## src/core/osc_pkg.sv

```systemverilog
// shared constants, field layout and helpers for the oscillator status block
package osc_pkg;

    // ------------------------------------------------------------------
    // bus geometry
    // ------------------------------------------------------------------
    localparam int ADDR_W = 12;
    localparam int DATA_W = 32;
    localparam int STRB_W = 4;

    // ------------------------------------------------------------------
    // register byte addresses, one aligned word each
    // ------------------------------------------------------------------
    localparam logic [ADDR_W-1:0] ADDR_OSC_STATUS = 12'h000;
    localparam logic [ADDR_W-1:0] ADDR_FREQ_TRIM = 12'h004;

    // ------------------------------------------------------------------
    // oscillator status field positions
    // ------------------------------------------------------------------
    localparam int STATUS_BITS = 7;
    localparam int POS_PLL_READY = 6;
    localparam int POS_STARTUP = 5;
    localparam int POS_HF_READY = 4;
    localparam int POS_HF_LOCKED = 3;
    localparam int POS_MF_READY = 2;
    localparam int POS_LF_READY = 1;
    localparam int POS_HF_STABLE = 0;

    // ------------------------------------------------------------------
    // frequency trim field and reset values
    // ------------------------------------------------------------------
    localparam int TRIM_W = 6;
    localparam logic [TRIM_W-1:0] TRIM_RESET = 6'h00;
    localparam logic [TRIM_W-1:0] TRIM_MIN_CODE = 6'h20;
    localparam logic [TRIM_W-1:0] TRIM_MAX_CODE = 6'h1F;
    localparam logic [STATUS_BITS-1:0] FLAGS_RESET = 7'h00;
    localparam logic [DATA_W-1:0] RDATA_RESET = 32'h00000000;

    // signed trim code to offset binary: most negative -> 0, most
    // positive -> all ones, zero -> mid scale; strictly monotonic
    function automatic logic [TRIM_W-1:0] to_offset_binary(
        input logic [TRIM_W-1:0] code);
        to_offset_binary = {~code[TRIM_W-1], code[TRIM_W-2:0]};
    endfunction : to_offset_binary

endpackage : osc_pkg

```

## src/core/osc_flag_sync.sv

```systemverilog
// two-flop synchroniser for the analog oscillator status flags
`timescale 1ns/1ps

module osc_flag_sync
    import osc_pkg::*;
(
    input wire logic pclk,
    input wire logic presetn,
    input wire logic [osc_pkg::STATUS_BITS-1:0] flags_async,
    output logic [osc_pkg::STATUS_BITS-1:0] flags_sync
);

    typedef struct packed {
        logic [STATUS_BITS-1:0] meta;
        logic [STATUS_BITS-1:0] stable;
    } sync_state_t;

    sync_state_t s_r;
    sync_state_t s_nxt;

    // ------------------------------------------------------------------
    // next state: meta is only ever read by the second stage
    // ------------------------------------------------------------------
    always_comb begin
        s_nxt = s_r;
        s_nxt.meta = flags_async;
        s_nxt.stable = s_r.meta;
    end

    // flags come from free-running analog detectors, so both stages reset
    always_ff @(posedge pclk or negedge presetn) begin
        if (!presetn) begin
            s_r <= {FLAGS_RESET, FLAGS_RESET};
        end else begin
            s_r <= s_nxt;
        end
    end

    assign flags_sync = s_r.stable;

endmodule : osc_flag_sync

```

## src/core/osc_status_and_tuning.sv

```systemverilog
// apb register block: oscillator status flags and frequency trim
`timescale 1ns/1ps

// How it works
// bit 5 high when running configured clock
// bit 3 high when hf within 2%
// bit 2 reports medium-frequency oscillator ready
// bit 1 reports low-frequency oscillator ready
// signed 6-bit trim, monotonic, zero is calibrated
// bit 4 hf ready, 0 stable, 6 pll
module osc_status_and_tuning
    import osc_pkg::*;
(
    input wire logic pclk,
    input wire logic presetn,
    input wire logic psel,
    input wire logic penable,
    input wire logic pwrite,
    input wire logic [osc_pkg::ADDR_W-1:0] paddr,
    input wire logic [osc_pkg::DATA_W-1:0] pwdata,
    input wire logic [osc_pkg::STRB_W-1:0] pstrb,
    output logic [osc_pkg::DATA_W-1:0] prdata,
    output logic pready,
    output logic pslverr,
    input wire logic pll_ready_flag,
    input wire logic startup_timer_status,
    input wire logic hf_osc_ready_flag,
    input wire logic hf_osc_locked_flag,
    input wire logic mf_osc_ready_flag,
    input wire logic lf_osc_ready_flag,
    input wire logic hf_osc_stable_flag,
    output logic [osc_pkg::TRIM_W-1:0] trim_level
);

    import osc_pkg::*;

    typedef struct packed {
        logic pready;
        logic pslverr;
        logic [DATA_W-1:0] prdata;
        logic [TRIM_W-1:0] frequency_trim_field;
    } regs_t;

    regs_t s_r;
    regs_t s_nxt;
    logic [STATUS_BITS-1:0] flags_raw;
    logic [STATUS_BITS-1:0] flags_sync;
    logic [TRIM_W-1:0] wr_trim;
    logic access_first;
    logic access_last;
    logic hit_status;
    logic hit_trim;

    // ------------------------------------------------------------------
    // status flag capture
    // ------------------------------------------------------------------

    // gather the analog flags at their status register positions
    always_comb begin
        flags_raw = FLAGS_RESET;
        flags_raw[POS_PLL_READY] = pll_ready_flag;
        flags_raw[POS_STARTUP] = startup_timer_status;
        flags_raw[POS_HF_READY] = hf_osc_ready_flag;
        flags_raw[POS_HF_LOCKED] = hf_osc_locked_flag;
        flags_raw[POS_MF_READY] = mf_osc_ready_flag;
        flags_raw[POS_LF_READY] = lf_osc_ready_flag;
        flags_raw[POS_HF_STABLE] = hf_osc_stable_flag;
    end

    osc_flag_sync u_flag_sync (
        .pclk(pclk),
        .presetn(presetn),
        .flags_async(flags_raw),
        .flags_sync(flags_sync)
    );

    // ------------------------------------------------------------------
    // apb decode
    // ------------------------------------------------------------------

    // one wait state: pready rises in the second access cycle
    assign access_first = psel && penable && !s_r.pready;
    assign access_last = psel && penable && s_r.pready;
    assign hit_status = (paddr == ADDR_OSC_STATUS);
    assign hit_trim = (paddr == ADDR_FREQ_TRIM);
    assign wr_trim = pwdata[TRIM_W-1:0];

    // ------------------------------------------------------------------
    // register next state
    // ------------------------------------------------------------------

    // read data is snapshotted on the first access cycle so it holds
    // steady while pready is high, even if a flag toggles meanwhile
    always_comb begin
        s_nxt = s_r;
        s_nxt.pready = 1'b0;
        s_nxt.pslverr = 1'b0;
        if (access_first) begin
            s_nxt.pready = 1'b1;
            s_nxt.prdata = RDATA_RESET;
            if (hit_status) begin
                if (!pwrite) begin
                    // bit 7 and above read as zero
                    s_nxt.prdata[STATUS_BITS-1:0] = flags_sync;
                end
            end else if (hit_trim) begin
                if (!pwrite) begin
                    s_nxt.prdata[TRIM_W-1:0] = s_r.frequency_trim_field;
                end
            end else begin
                s_nxt.pslverr = 1'b1; // unmapped address
            end
        end
        // the write lands at the edge where pready is sampled high
        if (access_last && pwrite && hit_trim && pstrb[0]) begin
            s_nxt.frequency_trim_field = wr_trim;
        end
    end

    always_ff @(posedge pclk or negedge presetn) begin
        if (!presetn) begin
            s_r.pready <= 1'b0;
            s_r.pslverr <= 1'b0;
            s_r.prdata <= RDATA_RESET;
            s_r.frequency_trim_field <= TRIM_RESET;
        end else begin
            s_r <= s_nxt;
        end
    end

    // ------------------------------------------------------------------
    // trim output
    // ------------------------------------------------------------------

    // the dac gets offset binary, the register keeps the signed code
    osc_trim_map u_trim_map (
        .pclk(pclk),
        .presetn(presetn),
        .trim_code(s_r.frequency_trim_field),
        .trim_level(trim_level)
    );

    assign prdata = s_r.prdata;
    assign pready = s_r.pready;
    assign pslverr = s_r.pslverr;
endmodule : osc_status_and_tuning

```

## src/core/osc_trim_map.sv

```systemverilog
// maps the signed trim code onto the oscillator's trim level
`timescale 1ns/1ps

module osc_trim_map
    import osc_pkg::*;
(
    input wire logic pclk,
    input wire logic presetn,
    input wire logic [osc_pkg::TRIM_W-1:0] trim_code,
    output logic [osc_pkg::TRIM_W-1:0] trim_level
);

    typedef struct packed {
        logic [TRIM_W-1:0] level;
    } map_state_t;

    map_state_t s_r;
    map_state_t s_nxt;

    // ------------------------------------------------------------------
    // offset binary keeps the analog trim dac monotonic across zero
    // ------------------------------------------------------------------
    always_comb begin
        s_nxt = s_r;
        s_nxt.level = to_offset_binary(trim_code);
    end

    // registered so the dac never sees a glitch from the bus logic
    always_ff @(posedge pclk or negedge presetn) begin
        if (!presetn) begin
            s_r <= to_offset_binary(TRIM_RESET);
        end else begin
            s_r <= s_nxt;
        end
    end

    assign trim_level = s_r.level;

endmodule : osc_trim_map

```

## config.mk

```make
export PLATFORM = sky130hd
export DESIGN_NAME = osc_status_and_tuning
export DESIGN_NICKNAME = d
export VERILOG_FILES = /design/src/core/osc_pkg.sv /design/src/core/osc_flag_sync.sv /design/src/core/osc_status_and_tuning.sv /design/src/core/osc_trim_map.sv
export SDC_FILE = /design/constraint.sdc
export NUM_CORES = 1
export LEC_CHECK = 0
export BUFFER_PORTS_ARGS = -buffer_cell sky130_fd_sc_hd__buf_2
export CORE_MARGIN = 2
export CORE_UTILIZATION = 43
export CTS_BUF_LIST = sky130_fd_sc_hd__clkbuf_16
export DETAILED_ROUTE_END_ITERATION = 16
export HOLD_SLACK_MARGIN = 0.05
export PLACE_DENSITY = 0.83
export RECOVER_POWER = 100
export SETUP_SLACK_MARGIN = 0.4
export SYNTH_ARGS = -nofsm -noshare
export SYNTH_HDL_FRONTEND = slang
export SYNTH_HIERARCHICAL = 1
export SYNTH_SLANG_ARGS = --single-unit
```

## constraint.sdc

```tcl
create_clock -name pclk -period 3.4 [get_ports pclk]
set_input_delay 0.34 -clock pclk [delete_from_list [all_inputs] [get_ports pclk]]
set_output_delay 0.34 -clock pclk [all_outputs]
set_load 0.1 [all_outputs]
```

==> reports/metrics.cfg <==
[clock_network]
post_cts_buffers=0
root_buffer=clkbuf_16
cts_tree=yes
clk_path_buf_depth=2
cts_sinks=35
cts.clk_slew.worst_paths_ps=50
clock_latency_ps=270
clock_tree.htree_level_count=2
hold_buffers=0
cts.repair.resized=0
numCtsBuffers=5

[layout]
drive_gt1_share_pct=24.2
final_common_cell=dfrtp_1
layout_common_cells=dfrtp_1, buf_2, conb_1
area_growth_syn_to_layout_pct=14.6
diodes=0
fin_nets=212
utilization_pct=53.0

[power]
pwr-share-clk_pct=40.5
ir_worst_vdd_uv=352
p_switching_mw=0.292
power_frac_comb_pct=16.5
p_int_mw=0.706
sw_frac_of_total_pct=29.3
p_leak_nw=0.858
power_density_nw_per_um2=607
totalPowerFinal_mw=0.998
p_seq_share_pct=43.1

[placed_design]
gp_congestion=0.743
numPortBuffers=45
dp_hpwl_mm=1.72

[job]
cap_violations=1

[critical_path]
critPathLaunchType=flop
r2r_setup_slack_ps=1770
required_ps=3060
worstPathArrival_ps=1630
path_buf_inv=1
cp-end-kind=output port
critical_path.top_delay_family=buffers and inverters
worstPathCellList=clkbuf_1
worstSetupPathType=flop to output port
slowest_delay_ps=850
worst_path_max_delay_cell=clkbuf_1
cp_max_fo=1

[grt]
grt_use_total_pct=14.0
grt_pass1_vias=806
grt_pass1_wl_mm=3.68
grt_start_max_net_pins=36
overflow=0
antenna_found_initial=0

[timing]
finalMaxSlewViolations=36
period_minus_slack_ps=1970
fin_worst_skew_ps=1.71
finalSetupViolCount=0
fmax_mhz=507
rsz0062_at_grt=no
period_share_pct=58.0
fin_tns_setup_ps=0
tightest_slew_ps=1740
slew_headroom_pct=-15.9
hold_viol=0

[yosys]
ys_seq_area_share_pct=61.1
ys_warn_count=6
synthTopCellsByArea=dfrtp_1, buf_4, mux2_4
synthCells=110
synth_top_area_cell=dfrtp_1
ys_types=20
synth_seq_cells=35
syn_area_sq_um=1440
synth_top_area_share_pct=59.3
syn_area_per_cell_sq_um=13.0

[detailed_routing]
via_count=827
drtIter0Drc=8
ant_nets=0
wl_per_cell_um=11.3
remaining_drc_errors=0
firstDrtPassIters=4
routed_via_density=4.20
drt_wl_total_mm=2.22

[status]
violations=max-capacitance violations, max-slew violations
outcome=finished, violations left

[floorplanning]
start_util_pct=46.2
core-area_sq_um=3100
die_x_um=61.8
dieHeight_um=61.8
rows=20
die_area_sq_um=3820
io-pin-count=100

[worst_hold_path]
hold_path_class=input port to flop

## cell families after synthesis
kind of cell    share of synthesized area, %
buf+inv                                 18.3
other cells                            0.261
compound gates                          2.70
flops                                   61.1
simple gates                            7.15
mux                                     10.5
## synthesized netlist by cell type (all sizes together)
master  count
dfstp       1
clkbuf      1
mux2        6
buf        33
nand3       1
conb        1
nand4       1
nor3b       1
nor2        2
a22o        1
inv         2
or4         2
nand3b      1
nand2       8
o21ai       6
nor4        1
dfrtp      34
nor3        2
mux2i       6
## sequential cells by signal, indices dropped and copies added (netlist names)
name	count
u_trim_map/trim_level	6
prdata	7
u_flag_sync/s_nxt	7
pslverr	1
s_r	6
u_flag_sync/flags_sync	7
pready	1
## layer usage
layer	track usage, %	wire length [um]	vias to the layer above
met5	0	0	-
met4	7.29	34	0
met3	6.00	185	5
met2	22.1	1180	46
met1	16.3	827	388
li1	-	-	388
## power groups by stage
stage | registers, mW | logic, mW | clock network, mW
floorplan | 0.446 | 0.151 | 0
global placement | 0.436 | 0.164 | 0
detailed placement | 0.437 | 0.166 | 0
CTS | 0.430 | 0.166 | 0.417
global route | 0.430 | 0.172 | 0.435
finish | 0.430 | 0.164 | 0.404
## metrics by stage
stage | worst slack [ps] | hold slack, ps | cells | cell area [sq um]
finish | 1430 | 174 | 197 | 1640
global placement | 1350 | 332 | 189 | 1550
global route | 1400 | 165 | 197 | 1640
floorplan | 1340 | 44.4 | 134 | 1530
detailed placement | 1330 | 335 | 189 | 1550
CTS | 1610 | 157 | 197 | 1690
## worst paths after layout
kind | depth (start not counted) | startpoint | endpoint
min in group asynchronous | 1 | presetn | u_flag_sync/s_nxt[1]
setup / recovery | 1 | u_trim_map/trim_level[5] | trim_level[5]
hold reg to reg | 0 | u_flag_sync/s_nxt[1] | u_flag_sync/flags_sync[1]
max in group asynchronous | 1 | presetn | s_r[1]
hold / removal | 1 | lf_osc_ready_flag | u_flag_sync/s_nxt[1]
setup reg to reg | 4 | pready | prdata[3]
## layout make-up
class	count	area [sq um]
fillers	280	1460
clock inverters	3	11.3
inverters	2	7.51
repair buffers	45	205
clock buffers	5	125
well taps	44	55.1
flip-flops and latches	35	877
multi-input cells	63	363
No activity file was read; power rests on OpenSTA's default activity.
